<file path="src/scsi_cfg_pkg.sv">
`default_nettype none
package scsi_cfg_pkg;
  // register byte offsets (word aligned: printed offsets are indices)
  localparam logic [7:0] own_id_index = 8'h04;
  localparam logic [7:0] xfer_index = 8'h05;
  localparam logic [7:0] dest_index = 8'h06;
  localparam logic [7:0] clkdiv_index = 8'h07;
  localparam logic [7:0] status_index = 8'h08;
  localparam logic [9:0] own_id_addr = {own_id_index, 2'b00};
  localparam logic [9:0] xfer_addr = {xfer_index, 2'b00};
  localparam logic [9:0] dest_addr = {dest_index, 2'b00};
  localparam logic [9:0] clkdiv_addr = {clkdiv_index, 2'b00};
  localparam logic [9:0] status_addr = {status_index, 2'b00};
  // field positions
  localparam int resel_en_bit = 6;
  localparam int sel_en_bit = 5;
  localparam int period_lsb = 5;
  localparam int extra_setup_bit = 7;
  // reset values and writable masks
  localparam logic [7:0] own_id_reset = 8'h00;
  localparam logic [7:0] xfer_reset = 8'h00;
  localparam logic [7:0] dest_reset = 8'h00;
  localparam logic [7:0] clkdiv_reset = 8'h00;
  localparam logic [7:0] own_id_mask = 8'h67;
  localparam logic [7:0] xfer_mask = 8'hEF;
  localparam logic [7:0] dest_mask = 8'h07;
  localparam logic [7:0] clkdiv_mask = 8'h87;
  // timing
  localparam logic [3:0] period_base = 4'h4;
  localparam logic [4:0] max_offset_limit = 5'h08;
  // divider codes, counted in half scsi clocks
  localparam logic [2:0] div_code_3a = 3'h0;
  localparam logic [2:0] div_code_1 = 3'h1;
  localparam logic [2:0] div_code_15 = 3'h2;
  localparam logic [2:0] div_code_2 = 3'h3;
  localparam logic [2:0] div_code_3b = 3'h4;

  typedef struct packed {
    logic resel_en;
    logic sel_en;
    logic [2:0] own_id;
  } id_cfg_t;

  typedef struct packed {
    logic [2:0] period_code;
    logic [3:0] max_offset;
  } xfer_cfg_t;

  typedef enum logic [1:0] {
    phase_data_out,
    phase_data_in,
    phase_other
  } phase_t;
endpackage
`default_nettype wire

</file>
<file path="src/scsi_id_sync_xfer_config.sv">
// Contract
// - respond to reselection at own ID only while reselection enable is set
// - reselection never changes the configured role
// - respond to selection at own ID only while selection enable is set
// - selection never changes the configured role
// - own ID is 3-bit binary, driven in arbitration, matched in selection
// - arbitration priority descends from ID 7 to ID 0
// - table-indirect load writes all eight transfer control bits (the code stores seven: xfer_mask clears bit 4)
// - send period is code plus four core clocks
// - one extra setup clock only when enabled and sending
// - offset 0 asynchronous, 1..8 synchronous, larger codes reserved
// - offset governs only data in and data out phases
// - destination ID write selects target or initiator for later phases (the code only stores the ID; role follows role_target_in)
// - script processor writes destination ID from select instruction
// - core clock is scsi clock divided by 3, 1, 1.5, 2 or 3
`default_nettype none
module scsi_id_sync_xfer_config
  import scsi_cfg_pkg::*;
(
  input wire logic clk,
  input wire logic rst_n,
  input wire logic clk_en,
  input wire logic psel,
  input wire logic penable,
  input wire logic pwrite,
  input wire logic [31:0] paddr,
  input wire logic [31:0] pwdata,
  output logic [31:0] prdata,
  output logic pready,
  output logic pslverr,
  input wire logic role_target_in,
  output logic role_target,
  input wire logic script_dest_we,
  input wire logic [2:0] script_dest_id,
  input wire logic table_load,
  input wire logic [7:0] table_xfer,
  input wire logic sel_seen_pin,
  input wire logic resel_seen_pin,
  input wire logic [7:0] bus_ids_pin,
  output logic sel_respond,
  output logic resel_respond,
  output logic [7:0] arb_id_drive,
  output logic arb_won,
  input wire logic scsi_clk_tick,
  input wire logic send_req,
  input wire logic sending,
  input wire phase_t phase,
  input wire logic ack_pin,
  output logic data_strobe,
  output logic sync_mode,
  output logic [4:0] outstanding
);
  logic [7:0] own_id_reg;
  logic [7:0] xfer_reg;
  logic [7:0] dest_reg;
  logic [7:0] clkdiv_reg;
  logic [1:0] sel_sync;
  logic [1:0] resel_sync;
  logic [7:0] ids_s1;
  logic [7:0] ids_s2;
  logic [1:0] ack_sync;
  logic ack_prev;
  logic core_tick;
  logic [3:0] gap_cnt;
  logic [3:0] computed_period;
  logic offset_ok;
  id_cfg_t id_cfg;
  xfer_cfg_t xfer_cfg;
  logic wr;
  logic [7:0] mapped;

  function automatic logic [7:0] id_onehot(input logic [2:0] code);
    id_onehot = 8'h01 << code;
  endfunction

  function automatic logic addr_hit(input logic [31:0] a);
    addr_hit = (a[31:10] == 22'h0) && (a[9:0] inside {own_id_addr, xfer_addr, dest_addr, clkdiv_addr, status_addr});
  endfunction

  assign id_cfg = '{resel_en: own_id_reg[resel_en_bit], sel_en: own_id_reg[sel_en_bit], own_id: own_id_reg[2:0]};
  assign xfer_cfg = '{period_code: xfer_reg[7:period_lsb], max_offset: xfer_reg[3:0]};
  assign wr = psel && penable && pwrite && clk_en;
  assign pready = 1'b1;
  assign pslverr = psel && penable && !addr_hit(paddr);
  // role is software's alone; selection events never touch it
  assign role_target = role_target_in;

  always_ff @(posedge clk) begin
    if (!rst_n) begin
      own_id_reg <= own_id_reset;
      clkdiv_reg <= clkdiv_reset;
    end else if (wr) begin
      if (paddr[9:0] == own_id_addr) own_id_reg <= pwdata[7:0] & own_id_mask;
      if (paddr[9:0] == clkdiv_addr) clkdiv_reg <= pwdata[7:0] & clkdiv_mask;
    end
  end

  always_ff @(posedge clk) begin
    if (!rst_n) begin
      xfer_reg <= xfer_reset;
    end else if (clk_en) begin
      if (table_load) xfer_reg <= table_xfer & xfer_mask;
      else if (wr && paddr[9:0] == xfer_addr) xfer_reg <= pwdata[7:0] & xfer_mask;
    end
  end

  always_ff @(posedge clk) begin
    if (!rst_n) begin
      dest_reg <= dest_reset;
    end else if (clk_en) begin
      if (script_dest_we) dest_reg <= {5'h00, script_dest_id};
      else if (wr && paddr[9:0] == dest_addr) dest_reg <= pwdata[7:0] & dest_mask;
    end
  end

  always_comb begin
    unique case (paddr[9:0])
      own_id_addr: mapped = own_id_reg;
      xfer_addr: mapped = xfer_reg;
      dest_addr: mapped = dest_reg;
      clkdiv_addr: mapped = clkdiv_reg;
      status_addr: mapped = {sync_mode, arb_won, resel_respond, sel_respond, outstanding[3:0]};
      default: mapped = 8'h00;
    endcase
  end

  always_ff @(posedge clk) begin
    if (!rst_n) prdata <= 32'h0000_0000;
    else if (clk_en && psel && !penable && !pwrite) prdata <= {24'h000000, mapped};
  end

  // pin synchronisers
  always_ff @(posedge clk) begin
    if (!rst_n) begin
      sel_sync <= 2'b00;
      resel_sync <= 2'b00;
      ids_s1 <= 8'h00;
      ids_s2 <= 8'h00;
      ack_sync <= 2'b00;
    end else if (clk_en) begin
      sel_sync <= {sel_sync[0], sel_seen_pin};
      resel_sync <= {resel_sync[0], resel_seen_pin};
      ids_s1 <= bus_ids_pin;
      ids_s2 <= ids_s1;
      ack_sync <= {ack_sync[0], ack_pin};
    end
  end

  always_ff @(posedge clk) begin
    if (!rst_n) begin
      sel_respond <= 1'b0;
      resel_respond <= 1'b0;
      arb_id_drive <= 8'h00;
      arb_won <= 1'b0;
    end else if (clk_en) begin
      sel_respond <= sel_sync[1] && id_cfg.sel_en && ids_s2[id_cfg.own_id];
      resel_respond <= resel_sync[1] && id_cfg.resel_en && ids_s2[id_cfg.own_id];
      arb_id_drive <= id_onehot(id_cfg.own_id);
      // won when no higher id is asserted on the bus
      arb_won <= (ids_s2 & ~((id_onehot(id_cfg.own_id) << 1) - 8'h01)) == 8'h00;
    end
  end

  sync_core_clock u_core_clock (
    .clk(clk),
    .rst_n(rst_n),
    .clk_en(clk_en),
    .scsi_clk_tick(scsi_clk_tick),
    .divide_code(clkdiv_reg[2:0]),
    .core_tick(core_tick)
  );

  assign computed_period = 4'(period_base + {1'b0, xfer_cfg.period_code}
    + {3'h0, clkdiv_reg[extra_setup_bit] && sending});
  assign sync_mode = (phase != phase_other) && (xfer_cfg.max_offset != 4'h0)
    && ({1'b0, xfer_cfg.max_offset} <= max_offset_limit);
  assign offset_ok = {1'b0, outstanding[3:0]} < {1'b0, xfer_cfg.max_offset};

  always_ff @(posedge clk) begin
    if (!rst_n) begin
      gap_cnt <= 4'h0;
      data_strobe <= 1'b0;
      ack_prev <= 1'b0;
      outstanding <= 5'h00;
    end else if (clk_en) begin
      data_strobe <= 1'b0;
      ack_prev <= ack_sync[1];
      if (core_tick && gap_cnt != 4'h0) gap_cnt <= 4'(gap_cnt - 4'h1);
      if (sync_mode && sending && send_req && gap_cnt == 4'h0 && core_tick && offset_ok) begin
        data_strobe <= 1'b1;
        gap_cnt <= 4'(computed_period - 4'h1);
      end
      if (!sync_mode) outstanding <= 5'h00;
      else outstanding <= 5'(outstanding + {4'h0, data_strobe} - {4'h0, ack_sync[1] && !ack_prev});
    end
  end

  a_sel_gate: assert property (@(posedge clk) disable iff (!rst_n)
    sel_respond |-> $past(id_cfg.sel_en)) else $error("selection answered while disabled");
  a_resel_gate: assert property (@(posedge clk) disable iff (!rst_n)
    resel_respond |-> $past(id_cfg.resel_en)) else $error("reselection answered while disabled");
  a_role_kept: assert property (@(posedge clk) disable iff (!rst_n)
    role_target == role_target_in) else $error("role changed by bus event");
  a_arb_id: assert property (@(posedge clk) disable iff (!rst_n)
    clk_en && $stable(own_id_reg) |=> arb_id_drive == (8'h01 << $past(own_id_reg[2:0]))) else $error("wrong arbitration id");
  a_arb_top: assert property (@(posedge clk) disable iff (!rst_n)
    clk_en && own_id_reg[2:0] == 3'h7 |=> arb_won) else $error("id 7 lost arbitration");
  a_table_load: assert property (@(posedge clk) disable iff (!rst_n)
    clk_en && table_load |=> xfer_reg == ($past(table_xfer) & xfer_mask)) else $error("table load missed");
  a_script_dest: assert property (@(posedge clk) disable iff (!rst_n)
    clk_en && script_dest_we |=> dest_reg[2:0] == $past(script_dest_id)) else $error("script id not stored");
  a_async_other: assert property (@(posedge clk) disable iff (!rst_n)
    phase == phase_other |-> !sync_mode) else $error("sync outside data phase");
  a_offset_bound: assert property (@(posedge clk) disable iff (!rst_n)
    data_strobe |-> $past(offset_ok)) else $error("offset exceeded");
  a_strobe_gap: assert property (@(posedge clk) disable iff (!rst_n)
    data_strobe |=> !data_strobe [*3]) else $error("strobes closer than four cycles");
endmodule // scsi_id_sync_xfer_config
`default_nettype wire

</file>
<file path="src/sync_core_clock.sv">
`default_nettype none
module sync_core_clock
  import scsi_cfg_pkg::*;
(
  input wire logic clk,
  input wire logic rst_n,
  input wire logic clk_en,
  input wire logic scsi_clk_tick,
  input wire logic [2:0] divide_code,
  output logic core_tick
);
  // accumulate two per scsi clock; fire when reaching the divisor in half clocks
  logic [2:0] acc;
  logic [2:0] limit;

  always_comb begin
    unique case (divide_code)
      div_code_1: limit = 3'h2;
      div_code_15: limit = 3'h3;
      div_code_2: limit = 3'h4;
      default: limit = 3'h6; // /3 for codes 0 and 4, reserved treated likewise
    endcase
  end

  always_ff @(posedge clk) begin
    if (!rst_n) begin
      acc <= 3'h0;
      core_tick <= 1'b0;
    end else if (clk_en) begin
      core_tick <= 1'b0;
      if (scsi_clk_tick) begin
        if (3'(acc + 3'h2) >= limit) begin
          acc <= 3'(acc + 3'h2 - limit);
          core_tick <= 1'b1;
        end else begin
          acc <= 3'(acc + 3'h2);
        end
      end
    end
  end

  a_tick_cause: assert property (@(posedge clk) disable iff (!rst_n)
    core_tick |-> $past(scsi_clk_tick) && $past(clk_en)) else $error("core tick without scsi clock");
endmodule // sync_core_clock
`default_nettype wire
</file>
<file path="config.mk">
export PLATFORM = sky130hd
export DESIGN_NAME = scsi_id_sync_xfer_config
export DESIGN_NICKNAME = d
export VERILOG_FILES = /design/src/scsi_cfg_pkg.sv /design/src/scsi_id_sync_xfer_config.sv /design/src/sync_core_clock.sv
export SDC_FILE = /design/constraint.sdc
export NUM_CORES = 1
export LEC_CHECK = 0
export ABC_AREA = 1
export BUFFER_PORTS_ARGS = -buffer_cell sky130_fd_sc_hd__buf_2
export CAP_MARGIN = 10
export CORE_ASPECT_RATIO = 0.9
export CORE_MARGIN = 2
export CORE_UTILIZATION = 35
export DETAILED_ROUTE_END_ITERATION = 6
export GPL_TIMING_DRIVEN = 0
export PLACE_DENSITY = 0.7
export SKIP_LAST_GASP = 1
export SLEW_MARGIN = 10
export SYNTH_ARGS = -nofsm -noshare
export SYNTH_HDL_FRONTEND = slang
export SYNTH_SLANG_ARGS = --single-unit
</file>
<file path="constraint.sdc">
create_clock -name clk -period 2.65 [get_ports clk]
set_clock_uncertainty 0.1 [all_clocks]
set_input_delay 0 -clock clk [delete_from_list [all_inputs] [get_ports clk]]
set_output_delay 0 -clock clk [all_outputs]
set_load 0.02 [all_outputs]
</file>
==> results.py, run 1 <==
metrics = {
    "sta": {
        "fin_tns_setup_ns": 0,
        "layout_min_cycle_time_ns": 2.32,
        "period_share_pct": 87.7,
        "rsz0062_at_grt": "false",
        "drv_slew": 0,
        "setup_viol": 0,
        "hold_viol": 0,
        "worstMarginPinSlew_ns": 0.736,
        "fin_hold_ws_ns": 0.0124,
        "slew_headroom_pct": 51.0,
        "max_freq_mhz": 430,
    },
    "placed_design": {
        "portBuffers": 99,
        "place.gp.congestion": 0.908,
        "dp_hpwl_um": 8840,
    },
    "synth": {
        "yosysTopAreaCell": "dfxtp_1",
        "yosysTopAreaCellShare_pct": 36.1,
        "yosysWarnings": 0,
        "ys_types": 38,
        "syn_area_sq_um": 4160,
        "async_flop_share_pct": 0,
        "synth.avg_cell_area_sq_um": 6.89,
        "ys_ff_latch": 75,
        "yosys-top-cells-area": "dfxtp_1 (36%), nand2_1 (11%), nor2_1 (7.9%), a21oi_1 (6.4%), o21ai_0 (5.9%)",
        "synth_ff_type": "dfxtp_1",
        "synth_edf_count": 0,
        "synthCells": 603,
        "yosysSeqAreaShare_pct": 36.1,
    },
    "power": {
        "p_comb_share_pct": 16.8,
        "power_frac_clock_pct": 39.6,
        "p_sw_share_pct": 27.5,
        "p_per_area_nw_per_um2": 499,
        "peakVddDrop_v": 0.000318,
        "leakage_nw": 2.61,
        "p_sw_uw": 766,
        "intPower_mw": 2.02,
        "seqPwrFrac_pct": 43.6,
    },
    "finish": {
        "multi_input_area_sq_um": 2210,
        "final_cell_mix": "nand2_1 (127), buf_2 (101), nor2_1 (87)",
        "num_antenna_cells": 0,
        "syn_to_final_growth_pct": 34.2,
        "layout-drive-gt1-share_pct": 21.2,
        "final_nets": 891,
        "ff_latch_area_sq_um": 1500,
        "nFillCells": 1172,
        "layout_commonest_cell": "nand2_1",
    },
    "routing": {
        "ant_nets": 0,
        "vias_per_cell": 4.63,
        "drc": 0,
        "wl_per_cell_um": 12.6,
        "drt_pre_antenna_iters": 5,
        "drt-initial-drc-count": 214,
        "vias": 4328,
        "wirelength_um": 11800,
    },
    "die": {
        "chipHeight_um": 107,
        "start_util_pct": 36.1,
        "core_area_sq_um": 11500,
        "die_w_um": 119,
        "rows": 37,
        "dieArea_sq_um": 12800,
        "io_pins": 153,
    },
    "clock_tree": {
        "tritoncts": "done",
        "clock-sinks": 75,
        "h-tree-depth": 3,
        "cts_setup_buffers": 0,
        "path_clk_slew_ns": 0.05,
        "cts_made_buffers": 9,
        "cts-root-buf": "clkbuf_16",
        "ctsResizeCount": 0,
        "cts.path.max_buffers": 2,
        "clk_latency_ns": 0.34,
        "hold_buffers": 38,
    },
    "global_routing": {
        "grt_usage_pct": 19.0,
        "grt_pass1_wl_um": 18900,
        "grt_pass1_vias": 3926,
        "grt-ovfl-total": 0,
        "antenna_found_initial": 0,
        "grt_max_degree": 13,
    },
    "critical_path": {
        "end_kind": "register",
        "cp.arrival_ns": 2.42,
        "worstSetupPathType": "reg2reg",
        "start_kind": "register",
        "critical_path_required_ns": 2.75,
        "critical_path.max_fanout": 4,
    },
    "status": {
        "status": "finished clean",
    },
    "worst_hold_path": {
        "hold_path.class": "in2reg",
    },
    "run": {
        "cap_violations": 0,
    },
}
-- layer usage --
| layer | vias up | global-route usage (%) | routed length [um] |
|---|---|---|---|
| li1 | 2244 | - | - |
| met1 | 1930 | 23.9 | 5320 |
| met4 | 0 | 6.12 | 205 |
| met5 | - | 0 | 0 |
| met2 | 135 | 31.8 | 5500 |
| met3 | 19 | 4.93 | 764 |
-- path summary, 6_finish.rpt --
check | startpoint | end | slack [ns] | cells after the start
setup reg to reg | outstanding[0] | outstanding[4] | 0.33 | 12
hold / removal | table_load | xfer_reg[7] | 0.01 | 5
hold reg to reg | prdata[3] | prdata[3] | 0.36 | 2
setup / recovery | outstanding[0] | outstanding[4] | 0.33 | 12
-- stage by stage --
stage               instances  cell area [sq um]  total power, mW  util (%)  worst slack, ns
floorplan                 626               4240             1.52         -            0.401
global placement          881               4930             1.65      42.8            0.358
detailed placement        881               4930             1.66      42.8            0.343
CTS                       935               5580             2.80      48.4            0.333
global route              935               5580             2.92      48.4            0.136
finish                    935               5580             2.78      48.4            0.326
-- area by class of cell --
cell class | count | area share [%]
inverters | 65 | 4.37
clock inverters | 3 | 0.449
flip-flops and latches | 75 | 26.9
plain buffers | 46 | 5.09
clock buffers | 13 | 4.31
multi-input cells | 440 | 39.7
repair buffers | 137 | 15.7
well taps | 156 | 3.50
-- power groups by stage --
stage                     sequential (mW)  clock (mW)  combinational [mW]
after floorplan                      1.24           0               0.278
after CTS                            1.21        1.12               0.465
after global routing                 1.22        1.18               0.525
after global placement               1.24           0               0.417
after detailed placement             1.24           0               0.420
final                                1.21        1.10               0.468
-- cells by family after synthesis --
logic type	count (synthesis)	share of synthesized area [%]
flops	75	36.1
buf+inv	111	12.7
fa+ha+maj	17	5.48
other cells	2	0.181
mux	3	0.722
simple gates	270	28.2
xor+xnor	8	1.69
compound gates	117	14.9
-- critical path: stages (launching register included) --
cell     delay, ns
dfxtp_1       0.39
inv_1         0.08
ha_1          0.27
inv_1         0.04
ha_1          0.20
fa_1          0.40
nand2_1       0.08
inv_1         0.05
o21ai_0       0.16
nand2_1       0.08
xor2_1        0.14
a22oi_1       0.14
nor2_1        0.05
-- synthesized netlist by cell type (6+ instances only) --
| cell | n |
|---|---|
| nand2_1 | 127 |
| nor2_1 | 87 |
| dfxtp_1 | 75 |
| inv_1 | 58 |
| a21oi_1 | 53 |
| o21ai_0 | 49 |
| buf_4 | 27 |
| nand3_1 | 19 |
| clkbuf_1 | 15 |
| ha_1 | 15 |
| nand4_1 | 12 |
| inv_2 | 6 |
Note: power is estimated with default switching activity, not from simulation.
==> run 2: changes to the inputs <==
Settings changed: CTS_BUF_LIST from default to sky130_fd_sc_hd__clkbuf_4, PLACE_DENSITY 0.7 to 0.72.
Clock period 2.65 ns to 2.07 ns, I/O delays scaled along.
==> run 2 against run 1 <==
Net effect:
- the run now ends with negative setup slack left
- die area did not move
- power rose by 13%
- routed wire length rose by 8.5%
==> results.py, run 2 (synthesized netlist as in run 1, its figures left out) <==
metrics = {
    "sta": {
        "setup_ws_ns": -0.0474,
        "fin_tns_setup_ns": -0.0474,
        "rsz0062_at_grt": "true",
        "setup_viol": 1,
        "layout_min_cycle_time_ns": 2.12,
        "slew_headroom_pct": 48.3,
        "hold_viol": 0,
        "drv_slew": 0,
        "worstMarginPinSlew_ns": 0.775,
        "period_share_pct": 102,
        "max_freq_mhz": 472,
        "fin_hold_ws_ns": 0.0528,
    },
    "critical_path": {
        "critical_path.max_fanout": 2,
        "end_kind": "register",
        "path_delay_family": "adder cells",
        "critical_path_required_ns": 2.28,
        "ff2ff_setup_slack_ns": -0.05,
        "cp.arrival_ns": 2.32,
        "start_kind": "register",
        "slowest_delay_ns": 0.34,
        "regToRegEndpoint": "outstanding[4]",
        "r2r_start": "ack_sync[1]",
        "r2r_cells": 13,
        "cp_slowest_cell": "fa_2",
        "worstSetupPathType": "reg2reg",
        "path_buf_inv": 3,
        "crit_chain": "inv_2 -> nor2_1 -> ha_1 -> inv_1 -> ha_2 -> fa_2 -> nand2_1 -> inv_1 -> o21ai_1 -> nand2_1 -> xor2_1 -> a22oi_1 -> nor2_1",
        "crit_cells": 13,
    },
    "worst_hold_path": {
        "holdPathStages": 7,
        "hold_start": "send_req",
        "hold_path.class": "in2reg",
        "min_to": "data_strobe",
    },
    "placed_design": {
        "place.gp.congestion": 0.904,
        "placed_cells": 881,
        "place_ws_ns": -0.115,
        "dp_hpwl_um": 8920,
        "portBuffers": 99,
        "postPlaceCellArea_sq_um": 4940,
    },
    "finish": {
        "final_nets": 918,
        "fin_area_sq_um": 5770,
        "fin_util_pct": 50.1,
        "num_antenna_cells": 0,
        "final_cell_mix": "nand2_1 (126), buf_2 (100), nor2_1 (87)",
        "syn_to_final_growth_pct": 38.8,
        "layout_commonest_cell": "nand2_1",
        "nFillCells": 1101,
        "layout-drive-gt1-share_pct": 22.3,
        "fin_cells": 962,
    },
    "clock_tree": {
        "cts-root-buf": "clkbuf_4",
        "tritoncts": "done",
        "h-tree-depth": 3,
        "path_clk_slew_ns": 0.11,
        "cts.path.max_buffers": 2,
        "cts_made_buffers": 9,
        "clk_latency_ns": 0.44,
        "clock-sinks": 75,
    },
    "power": {
        "total_power_mw": 3.15,
        "p_per_area_nw_per_um2": 546,
        "leakage_nw": 2.70,
        "peakVddDrop_v": 0.000396,
    },
    "die": {
        "rows": 37,
        "dieArea_sq_um": 12800,
        "io_pins": 153,
        "core_area_sq_um": 11500,
        "die_w_um": 119,
        "start_util_pct": 36.1,
        "chipHeight_um": 107,
    },
    "routing": {
        "drc": 0,
        "wl_per_cell_um": 13.3,
        "vias_per_cell": 4.74,
        "vias": 4558,
        "wl_met3_um": 919,
        "wirelength_um": 12800,
        "wl_met1_um": 5550,
        "ant_nets": 0,
        "met2_wirelength_um": 6010,
        "drt-initial-drc-count": 337,
        "top_layer_used": "met4",
        "drt_pre_antenna_iters": 5,
    },
    "global_routing": {
        "grt_pass1_vias": 4277,
        "grt-ovfl-total": 0,
        "grt_usage_pct": 20.4,
        "grt_pass1_wl_um": 20500,
        "grt_max_degree": 13,
        "antenna_found_initial": 0,
    },
    "run": {
        "cap_violations": 0,
    },
    "status": {
        "failed_checks": "negative setup slack",
        "status": "finished with violations",
    },
}
-- run 2: cell types whose count changed in the layout (fill, tap and decap cells not counted), sizes merged --
cell          delta
dlymetal6s4s     +1
clkbuf           -1
buf              +3
dlygate4sd3     +23
bufinv           +1
-- run 2: area by class of cell --
cell class / instances / area [sq um] / share of cell area (%)
clock inverters: 4 / 51.3 / 0.889
flip-flops and latches: 75 / 1510 / 26.1
repair buffers: 164 / 1140 / 19.8
inverters: 65 / 244 / 4.23
multi-input cells: 440 / 2260 / 39.1
clock buffers: 12 / 90.1 / 1.56
well taps: 156 / 195 / 3.38
plain buffers: 46 / 284 / 4.92
-- run 2: repair_timing --
action                                 in CTS  in global routing
pin swaps                                   0                  3
setup endpoints to repair                   1                 10
buffers inserted                            2                  1
gates resized for setup                     3                  9
hold buffers                               62                  1
endpoints found under the hold margin      53                  1
-- run 2: power breakdown --
part / total, mW / switching [mW] / internal (mW)
logic: 0.662 / 0.362 / 0.300
clock network: 0.938 / 0.529 / 0.410
registers: 1.55 / 0.0468 / 1.50
total: 3.15 / 0.938 / 2.21
-- run 2: how the worst max path moves through the flow --
stage,start,end,slack [ns]
floorplan,outstanding[0],outstanding[4],0.02
global route,ack_sync[1],outstanding[4],-0.16
detailed placement,ack_sync[1],outstanding[4],-0.11
global placement,ack_sync[1],outstanding[4],-0.1
finish,ack_sync[1],outstanding[4],-0.05
CTS,ack_sync[1],outstanding[4],-0.05
-- run 2: routing by layer --
layer / up-vias / GRT usage (%)
met5: - / 0
met4: 0 / 8.25
met3: 26 / 4.98
met2: 182 / 34.8
met1: 2051 / 24.7
li1: 2299 / -
-- run 2: worst min-delay path, stage by stage --
cell	delay (ns)
buf_2	0.09
inv_1	0.06
nor3_1	0.05
nand2_1	0.09
nor2_4	0.05
nand2_2	0.13
a21oi_1	0.08
